--- src/include/iwr_pkg.sv ---
// constants and state types for the interval wake-up timer
package iwr_pkg;
    localparam int          XTAL_HZ       = 32768;
    localparam int          TICK_HZ       = 128;
    localparam int          PRESC_DIV     = XTAL_HZ / TICK_HZ;
    localparam logic [7:0]  PRESC_MAX     = 8'(PRESC_DIV - 1);
    localparam int          STAGES        = 4;
    // wrap values: fractional, seconds, minutes, hours
    localparam logic [3:0][7:0] STAGE_MAX = {8'h17, 8'h3b, 8'h3b, 8'h7f};
    localparam logic [15:0] WAKE_VECTOR   = 16'h0053;
    // control word bit positions
    localparam int          CTL_RUN       = 0;
    localparam int          CTL_CNT_EN    = 1;
    localparam int          CTL_FLAG      = 2;
    localparam int          CTL_ONE_SHOT  = 3;
    localparam int          CTL_SEL_LO    = 4;
    localparam int          CTL_SEL_HI    = 5;

    typedef struct packed {
        logic [1:0] xs;
        logic       xprev;
        logic [7:0] presc;
        logic       run;
        logic [1:0] sel;
        logic       one_shot;
        logic       flag;
        logic       cnt_en;
        logic [7:0] interval_compare_value;
        logic [7:0] icount;
    } iwr_state_t;

    typedef struct packed {
        logic [7:0] count;
    } iwr_stage_t;
endpackage

--- src/verilog/iwr_stage.sv ---
// one wrapping time tally stage with load and carry
`timescale 1ns/1ps
module iwr_stage #(
    parameter logic [7:0] MAX = 8'h7f
) (
    // clock and clear
    input  wire logic       clk_in,
    input  wire logic       clear_in,
    // counting and loading
    input  wire logic       step_in,
    input  wire logic       load_in,
    input  wire logic [7:0] load_data_in,
    // tally
    output logic [7:0]      count_out,
    output logic            carry_out
);
    iwr_pkg::iwr_stage_t s_r;
    iwr_pkg::iwr_stage_t s_nxt;

    always_comb begin
        s_nxt = s_r;
        if (clear_in) begin
            s_nxt.count = 8'h00;
        end else if (load_in) begin
            s_nxt.count = load_data_in;
        end else if (step_in) begin
            s_nxt.count = (s_r.count == MAX) ? 8'h00 : s_r.count + 8'h01;
        end
    end

    always_ff @(posedge clk_in) begin
        s_r <= s_nxt;
    end

    assign count_out = s_r.count;
    assign carry_out = step_in && (s_r.count == MAX);
endmodule

--- src/verilog/iwr_timer.sv ---
// interval wake-up timer and real-time tally chain
`timescale 1ns/1ps
// Behaviour
// - the tally chain and interval counter advance only from crystal edges, never from the system clock rate.
// - intervals range from one 1/128 s step up to 256 hours.
// - only fractional, seconds, minutes and hours are counted; days and beyond are software's job.
// - writes of the four tallies are accepted only while the run enable is low.
// - a reset while the run enable is set keeps the run enable and the four tallies.
// - a power cycle always clears the tallies, as does any reset while the run enable is clear.
// - the interval counter advances on each step of the stage picked by the two select bits.
// - a count equal to the compare value sets the match flag and requests an interrupt if enabled.
// - in power-down with the interrupt enabled, the match flag wakes the core to the interval vector.
// - with one-shot set a timeout clears the count enable, otherwise the counter reloads and restarts.
// - fractional counts 0..127, seconds and minutes 0..59, hours 0..23, each carrying into the next.
// - clearing the count enable stops the interval counter and zeroes it.
module iwr_timer (
    // clock and resets
    input  wire logic        clk_in,
    input  wire logic        reset_in,
    input  wire logic        power_on_reset_in,
    // crystal pin
    input  wire logic        xtal_clk_in,
    // control word write
    input  wire logic        ctrl_wr_in,
    input  wire logic [7:0]  ctrl_data_in,
    // compare value write
    input  wire logic        interval_compare_value_wr_in,
    input  wire logic [7:0]  interval_compare_value_data_in,
    // tally write
    input  wire logic        time_wr_in,
    input  wire logic [1:0]  time_sel_in,
    input  wire logic [7:0]  time_data_in,
    // core status
    input  wire logic        int_enable_in,
    input  wire logic        power_down_in,
    // readback
    output logic [7:0]       ctrl_out,
    output logic [7:0]       interval_compare_value_out,
    output logic [7:0]       interval_count_out,
    output logic [7:0]       fractional_out,
    output logic [7:0]       seconds_out,
    output logic [7:0]       minutes_out,
    output logic [7:0]       hours_out,
    // interrupt and wake
    output logic             irq_out,
    output logic             wake_out,
    output logic [15:0]      vector_out
);
    iwr_pkg::iwr_state_t s_r;
    iwr_pkg::iwr_state_t s_nxt;

    logic                                xtal_rise;
    logic                                tick128;
    logic                                stage_clear;
    logic [iwr_pkg::STAGES-1:0]          stage_step;
    logic [iwr_pkg::STAGES-1:0]          stage_carry;
    logic [iwr_pkg::STAGES-1:0]          stage_load;
    logic [iwr_pkg::STAGES-1:0][7:0]     tally;
    logic                                int_step;
    logic [7:0]                          icount_inc;
    logic                                timeout;
    logic                                flag_clear;

    assign xtal_rise   = s_r.xs[1] && !s_r.xprev;
    assign tick128     = xtal_rise && s_r.run && (s_r.presc == iwr_pkg::PRESC_MAX);
    assign stage_clear = power_on_reset_in || (reset_in && !s_r.run);

    // tally chain, each overflow stepping the next stage
    genvar i;
    generate
        for (i = 0; i < iwr_pkg::STAGES; i++) begin : g_stage
            if (i == 0) begin : g_first
                assign stage_step[i] = tick128;
            end else begin : g_next
                assign stage_step[i] = stage_carry[i-1];
            end
            assign stage_load[i] = time_wr_in && !s_r.run && (time_sel_in == 2'(i));
            iwr_stage #(
                .MAX          (iwr_pkg::STAGE_MAX[i])
            ) u_stage (
                .clk_in       (clk_in),
                .clear_in     (stage_clear),
                .step_in      (stage_step[i]),
                .load_in      (stage_load[i]),
                .load_data_in (time_data_in),
                .count_out    (tally[i]),
                .carry_out    (stage_carry[i])
            );
        end
    endgenerate

    // select 0 rides the 1/128 s tick, higher codes the overflow of the stage below
    assign int_step   = s_r.cnt_en && stage_step[s_r.sel];
    assign icount_inc = s_r.icount + 8'h01;
    assign timeout    = int_step && (icount_inc == s_r.interval_compare_value);
    assign flag_clear = ctrl_wr_in && !ctrl_data_in[iwr_pkg::CTL_FLAG];

    always_comb begin
        s_nxt       = s_r;
        s_nxt.xs    = {s_r.xs[0], xtal_clk_in};
        s_nxt.xprev = s_r.xs[1];
        if (!s_r.run) begin
            s_nxt.presc = 8'h00;
        end else if (xtal_rise) begin
            s_nxt.presc = s_r.presc + 8'h01;
        end
        if (ctrl_wr_in) begin
            s_nxt.run      = ctrl_data_in[iwr_pkg::CTL_RUN];
            s_nxt.cnt_en   = ctrl_data_in[iwr_pkg::CTL_CNT_EN];
            s_nxt.one_shot = ctrl_data_in[iwr_pkg::CTL_ONE_SHOT];
            s_nxt.sel      = ctrl_data_in[iwr_pkg::CTL_SEL_HI:iwr_pkg::CTL_SEL_LO];
        end
        if (interval_compare_value_wr_in) begin
            s_nxt.interval_compare_value = interval_compare_value_data_in;
        end
        // sticky flag, set beats clear
        s_nxt.flag = timeout || (s_r.flag && !flag_clear);
        if (!s_r.cnt_en) begin
            s_nxt.icount = 8'h00;
        end else if (timeout) begin
            s_nxt.icount = 8'h00;
            if (s_r.one_shot) begin
                s_nxt.cnt_en = 1'b0;
            end
        end else if (int_step) begin
            s_nxt.icount = icount_inc;
        end
        if (power_on_reset_in) begin
            s_nxt = '0;
        end else if (reset_in) begin
            s_nxt.run      = s_r.run;
            s_nxt.presc    = s_r.run ? s_nxt.presc : 8'h00;
            s_nxt.sel      = 2'h0;
            s_nxt.one_shot = 1'b0;
            s_nxt.flag     = 1'b0;
            s_nxt.cnt_en   = 1'b0;
            s_nxt.interval_compare_value   = 8'h00;
            s_nxt.icount   = 8'h00;
        end
    end

    always_ff @(posedge clk_in) begin
        s_r <= s_nxt;
    end

    assign ctrl_out           = {2'b00, s_r.sel, s_r.one_shot, s_r.flag, s_r.cnt_en, s_r.run};
    assign interval_compare_value_out         = s_r.interval_compare_value;
    assign interval_count_out = s_r.icount;
    assign fractional_out     = tally[0];
    assign seconds_out        = tally[1];
    assign minutes_out        = tally[2];
    assign hours_out          = tally[3];
    assign irq_out            = s_r.flag && int_enable_in;
    assign wake_out           = power_down_in && int_enable_in && s_r.flag;
    assign vector_out         = iwr_pkg::WAKE_VECTOR;
endmodule

--- config.mk ---
export PLATFORM = sky130hd
export DESIGN_NAME = iwr_timer
export DESIGN_NICKNAME = d
export VERILOG_FILES = /design/src/include/iwr_pkg.sv /design/src/verilog/iwr_stage.sv /design/src/verilog/iwr_timer.sv
export SDC_FILE = /design/constraint.sdc
export NUM_CORES = 1
export LEC_CHECK = 0
export BUFFER_PORTS_ARGS = -buffer_cell sky130_fd_sc_hd__buf_2
export CAP_MARGIN = 20
export CELL_PAD_IN_SITES_DETAIL_PLACEMENT = 1
export CELL_PAD_IN_SITES_GLOBAL_PLACEMENT = 2
export CORE_MARGIN = 1.5
export CORE_UTILIZATION = 30
export DETAILED_ROUTE_END_ITERATION = 8
export GPL_TIMING_DRIVEN = 0
export PLACE_DENSITY = 0.77
export SYNTH_ARGS = -nofsm -noshare
export SYNTH_HDL_FRONTEND = slang
export SYNTH_SLANG_ARGS = --single-unit
export TNS_END_PERCENT = 30
--- constraint.sdc ---
create_clock -name clk_in -period 3.3 [get_ports clk_in]
set_input_delay 0.165 -clock clk_in [delete_from_list [all_inputs] [get_ports clk_in]]
set_output_delay 0.165 -clock clk_in [all_outputs]
set_load 0.01 [all_outputs]
# Word-level counts from Yosys, hierarchy flattened
# Index checks and enable logic that the tools add are counted.
# W data, S select, Z words.
# op_classes
n_eq_ne,9
bitwise,2
addsub,6
n_lt_le_gt_ge,1
mux,27
n_reduce_logical,33
# op_table
cell,n
$mux W8,19
$add A8 B1 Y8 const B,6
$mux W30,1
$logic_and A1 B1 Y1,19
$eq A8 B6 Y1 const B,2
$eq A8 B5 Y1 const B,1
$eq A8 B7 Y1 const B,1
$eq A8 B8 Y1,1
$eq A8 B8 Y1 const B,1
$reduce_bool A2 Y1,4
$mux W1,5
$eq A2 B2 Y1 const B,2
$logic_not A1 Y1,4
$mux W4,1
$reduce_or A4 Y1,1
$lt A2 B3 Y1 const B,1
$bmux W1 S2,1
$eq A2 B1 Y1 const B,1
$logic_not A2 Y1,1
$logic_or A1 B1 Y1,2
$not A1 Y1,2
$reduce_and A2 Y1,1
$reduce_or A2 Y1,1
# word_totals
input_bits,35
register_bits,65
wordCells,92

# Logic depth before layout (Yosys ltp)
# Gate-level depths: netlist of the first run.
# depth
ltp_word,14
ltp_mapped,8
depth_no_buf,7

# Modules after synthesis
# Synthesis of the first run repeated with hierarchy kept, for this count alone.
# hier_totals
hier_cells,452
area_unflattened_um2,3940.0
# by_module_without_submodules
module,cells_per_inst,area_per_inst_um2,instances
iwr_timer,215,1948.1,1
iwr_stage (g_stage[1].u_stage ...),59,510.5,2
iwr_stage (g_stage[3].u_stage),60,498.0,1
iwr_stage (g_stage[0].u_stage),59,473.0,1

# Worst setup path before layout of the first run
# Ideal clock, no wire load.
# synth_timing
path_type,reg-to-reg
startpoint,"reg g_stage[2].u_stage.s_r, in the netlist g_stage[2].u_stage.count_out[0]"
endpoint,"reg g_stage[3].u_stage.s_r, in the netlist g_stage[3].u_stage.count_out[4]"
path_stages_with_launch,8
path_buffers,0
required_ps,3226
t_arrival_ps,1898
path_slack_ps,1327
cell_sequence,dfxtp_1 > ha_1 > nor4b_4 > and2b_1 > nand4_4 > or3_1 > a21o_1 > a31oi_1
# synth_via
elab_chain_len,3
# synth_lines
element,line,source
from (decl),iwr_stage.sv:17,iwr_pkg::iwr_stage_t s_r;
from (signal assigned),iwr_stage.sv:32,s_r <= s_nxt;
$eq A8 B6 Y1,iwr_stage.sv:36,assign carry_out = step_in && (s_r.count == MAX);
$logic_and A1 B1 Y1,iwr_stage.sv:36,
$reduce_bool A2 Y1 (no source line),--,
to (signal assigned),iwr_stage.sv:32,
to (decl),iwr_stage.sv:17,
# Every way passes these cells.
# A chain may end at the register's enable or synchronous reset.

# Worst setup path in the final report of the first run
# layout_timing
startpoint,"reg s_r, in the netlist interval_count_out[0]"
endpoint,"reg s_r, in the netlist interval_count_out[4]"
# layout_via
elab_chain_len,4
# layout_lines
element,line,source
from (decl),iwr_timer.sv:49,iwr_pkg::iwr_state_t s_r;
from (signal assigned),iwr_timer.sv:143,s_r <= s_nxt;
$add A8 B1 Y8 (*),iwr_timer.sv:94,assign icount_inc = s_r.icount + 8'h01;
$eq A8 B8 Y1,iwr_timer.sv:95,assign timeout = int_step && (icount_inc == s_r.interval_compare_value);
$logic_and A1 B1 Y1,iwr_timer.sv:95,
$reduce_or A4 Y1 (no source line),--,
# Every way passes the cells marked *; elsewhere a longest branch is shown, timed or not.

==> impl_results.md, run 1 <==
- Largest net degree at the start of global routing: 11
- Post-DP HPWL: just under 9 mm
- Final core utilization: 0.387
- Number of synthesized flops with an enable pin: 0
- Hold_buf cts: 0
- Sequential-to-total area share from yosys stat: 0.333
- Vias: 3,711
- Maximum clock rate: 429 MHz
- Post-CTS setup repair buffer count: 0
- Drt initial violations: 146
- Slew Limit Fails: 0
- CTS root buf: clkbuf_16
- Die height: approximately 120 um
- Fraction of layout cells with a size suffix above 1: 0.284
- Peak VDD IR: between 200 and 250 uV
- TritonRoute pass-1 iters: 4
- Crit path time final: 2.33 ns
- Crit path max fanout: 10
- Total Die Area: 0.0137 mm^2
- Status: completed
- HP Class: input port to register
- Worst-margin pin slew: 0.705 ns
- CP Data Arrival Time: ~2.5 ns
- Mapped Area: roughly 0.0039 mm^2
- Ant diodes: 0
- Clock Sink Count: 65
- First-pass GRT wire length: 18.8 mm
- CORE AREA: 0.0127 mm^2
- Synth Flop Type: dfxtp_1
- Final Hold Viols: 0
- CP Launch Type: register
- RSZ-0062 raised after global routing: false
- CTS H-tree depth: 3
- FILL cells: 1,571
- Syn. warnings: 0
- Clk_lat worst skew: 0.33 ns
- Total gr overflow: 0
- Final Setup Violations: 0
- Rel. slew slack: 0.524
- NumNets Final: 617
- Final instance area: between 0.004 and 0.005 mm^2
- Netlist cell types: 70
- Pleak: 2.12 nW
- CTS tree: done
- Final setup skew: 0.00818 ns
- # port buffers: 86
- Worst EP required: 3.51 ns
- CP peak stage delay: about 0.47 ns
- DP Area: 0.00461 mm^2
- Final WL: 11.7 mm
- Crit path cell chain: ha_1 -> nand3_1 -> xnor2_1 -> nor4b_1 -> o211ai_1 -> buf_2 -> a22oi_1 -> o31ai_1
- Residual DRC: 0
- Syn Area/Cell: approximately 8.4 um^2
- Setup_tns: 0 ns
- Pwr/cell area: between 400 and 500 mW/mm^2
- Reg clk slew, reported paths: 0.06 ns
- GRT Total Usage: 0.180
- Fin crit share: 0.707
- Initial antenna violation count: 0
- Bufs on Longest Clock Path: 2
- Flops & latches, synth: 65
- Layout area overhead: 25.7%
- CP endpoint kind: register
- Worst hold start: xtal_clk_in
- Total CTS buffers: 9
- Via/cell ratio: 4.93
- Vias in the first global route: 3,705
- Num ports: about 110
- Kind of critical path: register to register
- Post-Syn Instances: 463
- MaxCap Viol Count: 0
- Slowest CP cell: dfxtp_1
- GP Congestion: roughly 0.8
- Routed Antenna Nets: 0
- R2R Path Start: interval_count_out[0]$_SDFFE_PP0P_
- Starting density of the core: 0.308
- Post-DR wirelength/cell: 15.6 um
- Post-CTS sizing: 0
- Critical path launch point: interval_count_out[0]$_SDFFE_PP0P_
- Asr flop ratio synth: 0
- Die Width: roughly 120 um
- # rows: 41
-- layer usage --
layer  vias to the layer above  wire, um  part of all wire  global-route usage
met2                        55      5640              0.48               0.303
met4                         0       141             0.012              0.0554
met1                      1808      5520              0.47               0.235
met5                         -         0                 0                   0
met3                         8       419             0.036              0.0314
li1                       1840         -                 -                   -
-- final timing paths --
check / cells after the start / slack [ns] / to
worst min-delay path: 2 / 0.05 / s_r[31]$_SDFF_PP0_
worst min register to register: 1 / 0.46 / s_r[32]$_SDFF_PP0_
worst max-delay path: 8 / 0.97 / interval_count_out[4]$_SDFFE_PP0P_
worst max register to register: 8 / 0.97 / interval_count_out[4]$_SDFFE_PP0P_
-- stage by stage --
stage	std cells	power [mW]	hold slack [ns]	setup WS, ns
after global placement	737	1.02	0.391	1.01
after floorplan	479	0.948	0.237	1.33
after global routing	752	2.06	0.0838	0.757
after detailed placement	737	1.02	0.388	0.987
after CTS	752	2.00	0.0487	0.924
final	752	1.97	0.0549	0.967
-- cell usage in the layout, fill, tap and decap left out, types with 2 or more instances in the layout --
| cell | n |
|---|---|
| buf_2 | 87 |
| dfxtp_1 | 65 |
| nor2_1 | 50 |
| nand2_1 | 41 |
| buf_4 | 40 |
| nand3_1 | 28 |
| a21oi_1 | 23 |
| conb_1 | 18 |
| mux2i_1 | 16 |
| a211oi_1 | 16 |
| xor2_1 | 13 |
| nor3_1 | 12 |
| xnor2_1 | 12 |
| clkbuf_1 | 11 |
| and3_1 | 10 |
| o21ai_0 | 9 |
| nand4_1 | 9 |
| clkbuf_16 | 9 |
| and2_1 | 8 |
| or3_1 | 7 |
| nor2b_1 | 6 |
| a22oi_1 | 6 |
| ha_1 | 6 |
| nand2b_1 | 4 |
| a31oi_1 | 4 |
| inv_1 | 4 |
| o31ai_1 | 4 |
| a21o_1 | 3 |
| buf_6 | 3 |
| nor4b_4 | 2 |
| and2b_1 | 2 |
| o311ai_0 | 2 |
| or4_1 | 2 |
| o211ai_1 | 2 |
| a41oi_1 | 2 |
| o21ai_1 | 2 |
| nor3b_1 | 2 |
| o311a_1 | 2 |
| clkbuf_8 | 2 |
| clkinv_2 | 2 |
-- cell families (layout without fill, tap and decap cells) --
family | count (synthesis) | after routing | synth area share
AOI/OAI and AO/OA | 85 | 85 | 0.146
and+or+nand+nor | 205 | 205 | 0.296
muxes | 16 | 16 | 0.0410
xor gates and xnor gates | 26 | 26 | 0.0619
other | 2 | 18 | 0.00192
buffers and inverters | 58 | 159 | 0.100
adders and majority gates | 6 | 6 | 0.0192
DFF | 65 | 65 | 0.333
-- critical path: cells and delay by family (launching register included) --
| family | cells | cell delay, ns |
|---|---|---|
| buf+inv | 1 | 0.23 |
| xor+xnor | 1 | 0.17 |
| fa+ha+maj | 1 | 0.31 |
| compound gates | 3 | 0.48 |
| flops | 1 | 0.47 |
| simple gates | 2 | 0.54 |
-- cell usage after synthesis, types with 3 or more instances --
library cell	n	area, um^2
xor2_1	13	114
ha_1	6	75.1
mux2i_1	16	160
dfxtp_1	65	1300
clkbuf_1	10	37.5
a21oi_1	23	115
nor3_1	12	60.1
inv_1	4	15.0
nand4_1	9	56.3
a21o_1	3	22.5
xnor2_1	12	105
o21ai_0	9	45.0
nand2b_1	4	25.0
buf_6	3	33.8
nand2_1	41	154
nor2_1	50	188
buf_4	40	300
a22oi_1	6	45.0
nor2b_1	6	37.5
or3_1	7	43.8
a31oi_1	4	25.0
o31ai_1	4	30.0
nand3_1	28	140
and2_1	8	50.1
a211oi_1	16	120
and3_1	10	62.6
-- cell type report --
class / instances / area [um^2] / share of cell area
Clock buffer: 12 / 256 / 0.0523
Timing Repair Buffer: 86 / 430 / 0.0877
Multi-Input combinational cell: 356 / 2270 / 0.463
Buffer: 54 / 377 / 0.0768
Clock inverter: 3 / 40.0 / 0.00816
Sequential cell: 65 / 1300 / 0.265
Tap cell: 172 / 215 / 0.0439
Inverter: 4 / 15.0 / 0.00306
-- registers in the layout (all words and copies together) (netlist names) --
signal and count:
interval_compare_value_out 8, interval_count_out 8, ctrl_out 6, g_stage.u_stage.count_out 32, s_r 11
-- power breakdown --
group | leakage [nW] | switching [mW] | internal (mW) | total [mW]
combinational | 1.44 | 0.100 | 0.0801 | 0.180
clock | 0.148 | 0.350 | 0.619 | 0.969
sequential | 0.527 | 0.0215 | 0.802 | 0.824
total | 2.12 | 0.471 | 1.50 | 1.97
No activity file was read; power rests on OpenSTA's default activity.
==> run 2: changes to the inputs <==
--- a/config.mk
+++ b/config.mk
@@ -5,15 +5,16 @@
 export SDC_FILE = /design/constraint.sdc
 export NUM_CORES = 1
 export LEC_CHECK = 0
+export ABC_AREA = 1
 export BUFFER_PORTS_ARGS = -buffer_cell sky130_fd_sc_hd__buf_2
 export CAP_MARGIN = 20
 export CELL_PAD_IN_SITES_DETAIL_PLACEMENT = 1
 export CELL_PAD_IN_SITES_GLOBAL_PLACEMENT = 2
 export CORE_MARGIN = 1.5
-export CORE_UTILIZATION = 30
+export CORE_UTILIZATION = 28
 export DETAILED_ROUTE_END_ITERATION = 8
 export GPL_TIMING_DRIVEN = 0
-export PLACE_DENSITY = 0.77
+export PLACE_DENSITY = 0.78
 export SYNTH_ARGS = -nofsm -noshare
 export SYNTH_HDL_FRONTEND = slang
 export SYNTH_SLANG_ARGS = --single-unit
==> constraint.sdc (replaced) <==
create_clock -name clk_in -period 2.4 [get_ports clk_in]
set_input_delay 0.12 -clock clk_in [delete_from_list [all_inputs] [get_ports clk_in]]
set_output_delay 0.12 -clock clk_in [all_outputs]
set_load 0.01 [all_outputs]
==> run 2 against run 1 <==
Net effect:
- register-to-register slack lost 0.66 ns
- sequential share of layout area shrank 0.54 points
- critical path type unchanged
- critical endpoint is now interval_count_out[5]$_SDFFE_PP0P_
- synthesized cell count grew 31%
==> impl_results.md, run 2 <==
- Status: completed
- Register share of total power: 0.418 (about the same)
- Final core utilization: 0.361 (-0.0264)
- CP endpoint kind: register
- Crit path max fanout: 10 (unchanged)
- Clock power frac: 0.487 (-0.004)
- Mapped Area: 0.00398 mm^2 (+2.0%)
- # rows: 43 (+4.9%)
- Pwr/cell area: 536 mW/mm^2 (+33%)
- Drt initial violations: 135 (-7.5%)
- Number of synthesized flops with an enable pin: 0 (unchanged)
- Most frequent cells in the layout: nand2_1 (162), buf_2 (89), inv_1 (71), dfxtp_1 (65), nor2_1 (62)
- Crit path cell chain: ha_1 -> nand3_2 -> nor2_2 -> nand2_1 -> nor2_4 -> nand3_2 -> nand2_2 -> nand2_4 -> o21ai_4 -> nor2_1
- Ant diodes: 0 (unchanged)
- CP Launch Type: register
- Most frequent cell after synthesis: nand2_1
- Post-Synth Simple-Gate Area: 0.327 (+0.0313)
- # port buffers: 88 (+2.3%)
- Most common cell after layout, fill and taps aside: nand2_1
- Crit path time final: 2.10 ns (-0.237 ns)
- CTS root buf: clkbuf_16
- Post-Syn Instances: 605 (+31%)
- Starting density of the core: 0.287 (-0.0213)
- Worst EP required: 2.61 ns (-0.90 ns)
- Final setup skew: 0.00725 ns (-0.000928 ns)
- Netlist cell types: 38 (-46%)
- Kind of critical path: register to register
- Vias in the first global route: 4,183 (+13%)
- Largest net degree at the start of global routing: 11 (unchanged)
- GP Congestion: 0.827 (+5.8%)
- CTS H-tree depth: 3 (unchanged)
- Residual DRC: 0 (unchanged)
- Maximum clock rate: 477 MHz (+11%)
- DP Area: 0.00471 mm^2 (+2.1%)
- Largest family of logic cells by synthesized area: simple AND/OR/NAND/NOR gates
- Clock Sink Count: 65 (unchanged)
- CP peak stage delay: 0.40 ns (-0.07 ns)
- Pint: 2.03 mW (+35%)
- Syn. warnings: 0 (unchanged)
- Initial antenna violation count: 0 (unchanged)
- Total CTS buffers: 9 (unchanged)
- Tot Pwr: 2.68 mW (+36%)
- Die height: 122 um (+4.4%)
- NumNets Final: 762 (+24%)
- TritonRoute pass-1 iters: 4 (unchanged)
- Fraction of layout cells with a size suffix above 1: 0.237 (-0.0476)
- Slew Limit Fails: 0 (unchanged)
- Final instance area: 0.00501 mm^2 (+2.1%)
- Top cell type's share of synthesized area: 0.327 (-0.00649)
- Vias: 4,196 (+13%)
- Reg clk slew, reported paths: 0.05 ns (about the same)
- Register Area: 0.00130 mm^2 (unchanged)
- Most used cell, CP: nand3_2
- First-pass GRT wire length: 20.3 mm (+8.1%)
- Final Hold Viols: 0 (unchanged)
- CORE AREA: 0.0139 mm^2 (+9.5%)
- GRT Total Usage: 0.175 (-0.00483)
- Peak VDD IR: 274 uV (+23%)
- Rel. slew slack: 0.578 (+0.0539)
- Synth Area in XOR/XNOR: 0.0286 (-0.0333)
- Max reg flops: 32 (unchanged)
- FILL cells: 1,860 (+18%)
- Clk_lat worst skew: 0.33 ns (about the same)
- Synth area leader: dfxtp_1
- Multiplexer share of the synthesized area: 0 (-0.0410)
- Via/cell ratio: 4.63 (-6.2%)
- Synth top area cells: dfxtp_1 (33%), nand2_1 (15%), buf_4 (7.5%)
- Final Setup Violations: 0 (unchanged)
- Sequential-to-total area share from yosys stat: 0.327 (-0.00649)
- Post-Layout Cell Count: 906 (+20%)
- Placed cells: 889 (+21%)
- Post-DR wirelength/cell: 14.0 um (-10%)
- MaxCap Viol Count: 0 (unchanged)
- Layout area overhead: 25.8% (about the same)
- Synth Flop Type: dfxtp_1
- CTS tree: done
- Final WL: 12.7 mm (+8.2%)
- Bufs on Longest Clock Path: 2 (unchanged)
- Met3 global-route usage: 0.0246 (-0.00678)
- Synth Area in Adders: 0.0189 (-0.000375)
- Syn Area/Cell: 6.58 um^2 (-22%)
- Met1 Use GR: 0.224 (-0.0118)
- Die Width: 122 um (+4.4%)
- Worst-margin pin slew: 0.634 ns (-0.0716 ns)
- Asr flop ratio synth: 0 (unchanged)
- Met2 Use GR: 0.300 (-0.00299)
- RSZ-0062 raised after global routing: false
- Comb power frac: 0.095 (+0.004)
- Footprint of the multi-input gates: 0.00212 mm^2 (-6.7%)
- List of most frequent post-synthesis cells: nand2_1 (162), inv_1 (71), dfxtp_1 (65), nor2_1 (62), buf_4 (40)
- Total Die Area: 0.0149 mm^2 (+9.0%)
- CP Data Arrival Time: 2.31 ns (-0.23 ns)
- Num ports: 109 (unchanged)
- Switching power: 0.655 mW (+39%)
- Compound-Gate Fraction of Synth Area: 0.141 (-0.00568)
- Crit path buf inv count: 0 (-1)
- Family with the most delay on the worst path: simple AND/OR/NAND/NOR gates
- Post-CTS setup repair buffer count: 0 (unchanged)
- Routed Antenna Nets: 0 (unchanged)
- Slowest CP cell: dfxtp_1
- Total gr overflow: 0 (unchanged)
- Pleak: 2.28 nW (+7.8%)
- Flops & latches, synth: 65 (unchanged)
- GRT busiest layer: met2
- HP Class: input port to register
- Setup_tns: 0 ns (unchanged)
- Sw Ratio: 0.244 (+0.00536)
- Fin crit share: 0.873 (+0.166)
- Post-DP HPWL: 9.94 mm (+12%)
[run 2: per-layer routing]
metal	routed length, um	share of wire	up-vias
met5	0	0	-
met4	233	0.018	0
met3	386	0.030	17
met2	6180	0.49	69
met1	5880	0.46	1991
li1	-	-	2119
[run 2: area by class of cell]
class	count	share of cell area
Tap cell	180	0.0450
Timing Repair Buffer	89	0.0900
Sequential cell	65	0.260
Clock buffer	13	0.0500
Multi-Input combinational cell	431	0.423
Clock inverter	3	0.00800
Inverter	80	0.0600
Buffer	45	0.0640
[run 2: cell families after synthesis]
logic type / Yosys count
and+or+nand+nor: 295
buffers and inverters: 125
AOI/OAI and AO/OA: 99
DFF: 65
xor gates and xnor gates: 13
adders and majority gates: 6
other: 2
[run 2: repair_timing]
action | 4_1_cts | 5_1_grt
hold buffers | 1 | 0
gates resized for setup | 0 | 0
endpoints found under the hold margin | 1 | 0
[run 2: worst paths after layout]
path	start	endpoint	slack (ns)	depth (start not counted)
worst min register to register	s_r[31]$_SDFF_PP0_	s_r[32]$_SDFF_PP0_	0.42	2
worst max register to register	g_stage[0].u_stage.count_out[0]$_SDFFE_PP0P_	interval_count_out[5]$_SDFFE_PP0P_	0.30	10
worst max-delay path	g_stage[0].u_stage.count_out[0]$_SDFFE_PP0P_	interval_count_out[5]$_SDFFE_PP0P_	0.30	10
worst min-delay path	power_on_reset_in	ctrl_out[0]$_SDFFE_PP0P_	0.03	2
[run 2: stage by stage]
stage / hold slack (ns) / setup slack, ns
floorplan: 0.189 / 0.605
detailed placement: 0.346 / 0.265
CTS: 0.0212 / 0.258
global placement: 0.336 / 0.265
global route: 0.0355 / 0.0457
finish: 0.0325 / 0.304
[run 2: power groups by stage]
| stage | Clock (mW) | Combinational (mW) | Sequential, mW |
|---|---|---|---|
| floorplan | 0 | 0.152 | 1.14 |
| global placement | 0 | 0.251 | 1.14 |
| detailed placement | 0 | 0.255 | 1.14 |
| CTS | 1.35 | 0.257 | 1.12 |
| global route | 1.40 | 0.285 | 1.12 |
| finish | 1.31 | 0.255 | 1.12 |
==> run 3: changes to the inputs <==
--- a/config.mk
+++ b/config.mk
@@ -10,6 +10,7 @@
 export CAP_MARGIN = 20
 export CELL_PAD_IN_SITES_DETAIL_PLACEMENT = 1
 export CELL_PAD_IN_SITES_GLOBAL_PLACEMENT = 2
+export CORE_ASPECT_RATIO = 0.5
 export CORE_MARGIN = 1.5
 export CORE_UTILIZATION = 28
 export DETAILED_ROUTE_END_ITERATION = 8
==> run 3 against run 2 <==
Net effect:
- clock power is 7% lower
- combinational power is essentially flat
- routed wire length is 2.9% lower
- cell count grew 1.3%
- die area increased by 0.29%
- highest routed layer unchanged
- worst setup slack got worse by 0.060 ns
- maximum frequency shrank 2.8%
- flip-flop and latch count unchanged
- register-to-register slack got worse by 0.06 ns
- design area about the same
- non-clock buffer count did not move
==> impl_results.md, run 3 (same netlist as run 2, synthesis figures left out) <==
- Placed cells: 901 (+1.3%)
- Reg2Reg Setup Slack: 0.24 ns (-0.06 ns)
- Final instance area: 0.00500 mm^2 (about the same)
- M1 wire length: 5.92 mm (+0.71%)
- Worst-margin pin slew: 0.854 ns (+0.221 ns)
- Final Hold Viols: 0 (unchanged)
- Ant diodes: 0 (unchanged)
- CP Data Arrival Time: 2.37 ns (+0.06 ns)
- Layout area overhead: 25.7% (about the same)
- Slew Limit Fails: 0 (unchanged)
- Initial antenna violation count: 0 (unchanged)
- DR WL met2: 5.82 mm (-5.8%)
- MaxCap Viol Count: 0 (unchanged)
- Final Setup Violations: 0 (unchanged)
- End of the critical path: interval_count_out[4]$_SDFFE_PP0P_
- GP Congestion: 0.856 (+3.5%)
- Worst EP required: 2.61 ns (about the same)
- Worst R2R End: interval_count_out[4]$_SDFFE_PP0P_
- Largest net degree at the start of global routing: 13 (+2)
- Final WL: 12.3 mm (-2.9%)
- Clk_lat worst skew: 0.34 ns (about the same)
- HP Class: input port to register
- Worst hold start: power_on_reset_in
- Setup_tns: 0 ns (unchanged)
- CTS H-tree depth: 3 (unchanged)
- Peak VDD IR: 274 uV (about the same)
- Post-DP HPWL: 9.66 mm (-2.8%)
- Final core utilization: 0.365 (+0.00447)
- R2R Path Start: g_stage[0].u_stage.count_out[1]$_SDFFE_PP0P_
- Bufs on Longest Clock Path: 2 (unchanged)
- # rows: 30 (-30%)
- Die height: 87.3 um (-29%)
- Fraction of layout cells with a size suffix above 1: 0.241 (+0.00413)
- Die Width: 172 um (+40%)
- Reg clk slew, reported paths: 0.06 ns (about the same)
- Num ports: 109 (unchanged)
- Vias: 4,084 (-2.7%)
- Max reg flops: 32 (unchanged)
- Via/cell ratio: 4.45 (-3.9%)
- CORE AREA: 0.0137 mm^2 (-1.3%)
- Post-DR wirelength/cell: 13.4 um (-4.2%)
- Crit path time final: 2.16 ns (+0.0602 ns)
- CP endpoint kind: register
- FILL cells: 1,777 (-4.5%)
- Fin crit share: 0.898 (+0.0251)
- Drt initial violations: 184 (+36%)
- DP Area: 0.00472 mm^2 (+0.32%)
- CTS root buf: clkbuf_16
- Routed Antenna Nets: 0 (unchanged)
- Met3 WL: 488 um (+26%)
- Rel. slew slack: 0.429 (-0.149)
- Post-CTS sizing: 0 (unchanged)
- Status: completed
- Post-Layout Cell Count: 918 (+1.3%)
- Pwr/cell area: 520 mW/mm^2 (-2.9%)
- Top layer in use: met4
- TritonRoute pass-1 iters: 4 (unchanged)
- Vias in the first global route: 3,901 (-6.7%)
- Total CTS buffers: 9 (unchanged)
- CP Launch Type: register
- Reg2Reg Depth: 10 (unchanged)
- Residual DRC: 0 (unchanged)
- Final setup skew: 0.0101 ns (+0.00283 ns)
- Clock Sink Count: 65 (unchanged)
- Crit path max fanout: 10 (unchanged)
- NumNets Final: 762 (unchanged)
- Total Die Area: 0.0150 mm^2 (+0.29%)
- GRT Total Usage: 0.170 (-0.00469)
- Starting density of the core: 0.291 (+0.00377)
- Critical path launch point: g_stage[0].u_stage.count_out[1]$_SDFFE_PP0P_
- Pleak: 2.27 nW (-0.70%)
- # port buffers: 88 (unchanged)
- Most common cell after layout, fill and taps aside: nand2_1
- RSZ-0062 raised after global routing: false
- Kind of critical path: register to register
- CTS tree: done
- First-pass GRT wire length: 19.6 mm (-3.6%)
- Total gr overflow: 0 (unchanged)
- Maximum clock rate: 464 MHz (-2.8%)
- Most frequent cells in the layout: nand2_1 (162), buf_2 (89), inv_1 (71), dfxtp_1 (65), nor2_1 (62)
==> run 3: cell types whose count changed in the layout (fill, tap and decap cells not counted) <==
cell,delta
clkbuf_8,-1
clkbuf_1,-3
clkinvlp_4,+3
inv_6,+1
bufinv_16,-1
clkinv_2,+1
==> run 3: critical path: stages, from the launching register on <==
cell,delay [ns]
dfxtp_1,0.43
ha_1,0.24
nand3_2,0.14
nor2_2,0.13
nand2_1,0.11
nor2_4,0.19
nand3_2,0.10
nand2_2,0.20
nand2_4,0.14
o21ai_4,0.29
nor2_1,0.07
==> run 3: worst min-delay path by stage <==
stage,end,slack (ns),depth (start not counted)
6_report,s_r[31]$_SDFF_PP0_,0.01,2
5_1_grt,s_r[31]$_SDFF_PP0_,0.03,2
4_1_cts,s_r[31]$_SDFF_PP0_,0.01,2
3_5_place_dp,s_r[31]$_SDFF_PP0_,0.33,3
3_3_place_gp,s_r[31]$_SDFF_PP0_,0.32,3
2_1_floorplan,ctrl_out[0]$_SDFFE_PP0P_,0.19,1
==> run 3: repair_timing <==
action	4_1_cts	5_1_grt
hold buffers	1	0
hold endpoints to repair	1	0
buffers inserted	0	0
setup endpoints to repair	0	0
==> run 3: stage by stage <==
stage | power [mW] | worst slack, ns | hold WS, ns
floorplan | 1.29 | 0.605 | 0.189
global placement | 1.40 | 0.278 | 0.323
detailed placement | 1.40 | 0.269 | 0.329
CTS | 2.65 | 0.248 | 0.0132
global route | 2.72 | 0.0574 | 0.0276
finish | 2.60 | 0.244 | 0.0128
==> run 3: power by group <==
group          switching (mW)  internal (mW)  leakage [nW]  total (mW)
Clock                   0.528          0.697         0.128        1.22
Combinational           0.159         0.0966          1.61       0.256
Sequential             0.0204           1.10         0.526        1.12
Total                   0.708           1.89          2.27        2.60
==> run 3: final cells by class <==
| type | count | area [um^2] | area share |
|---|---|---|---|
| multi-input cells | 431 | 2120 | 0.424 |
| well taps | 192 | 240 | 0.0480 |
| clock buffers | 9 | 225 | 0.0450 |
| clock inverters | 7 | 46.3 | 0.00925 |
| plain buffers | 45 | 320 | 0.0640 |
| inverters | 80 | 300 | 0.0600 |
| flip-flops and latches | 65 | 1300 | 0.260 |
| repair buffers | 89 | 450 | 0.0900 |
==> run 3: per-layer routing <==
| layer | global-route usage | vias up |
|---|---|---|
| met5 | 0 | - |
| met4 | 0.0407 | 0 |
| met3 | 0.0354 | 4 |
| met2 | 0.299 | 70 |
| met1 | 0.214 | 1900 |
| li1 | - | 2110 |
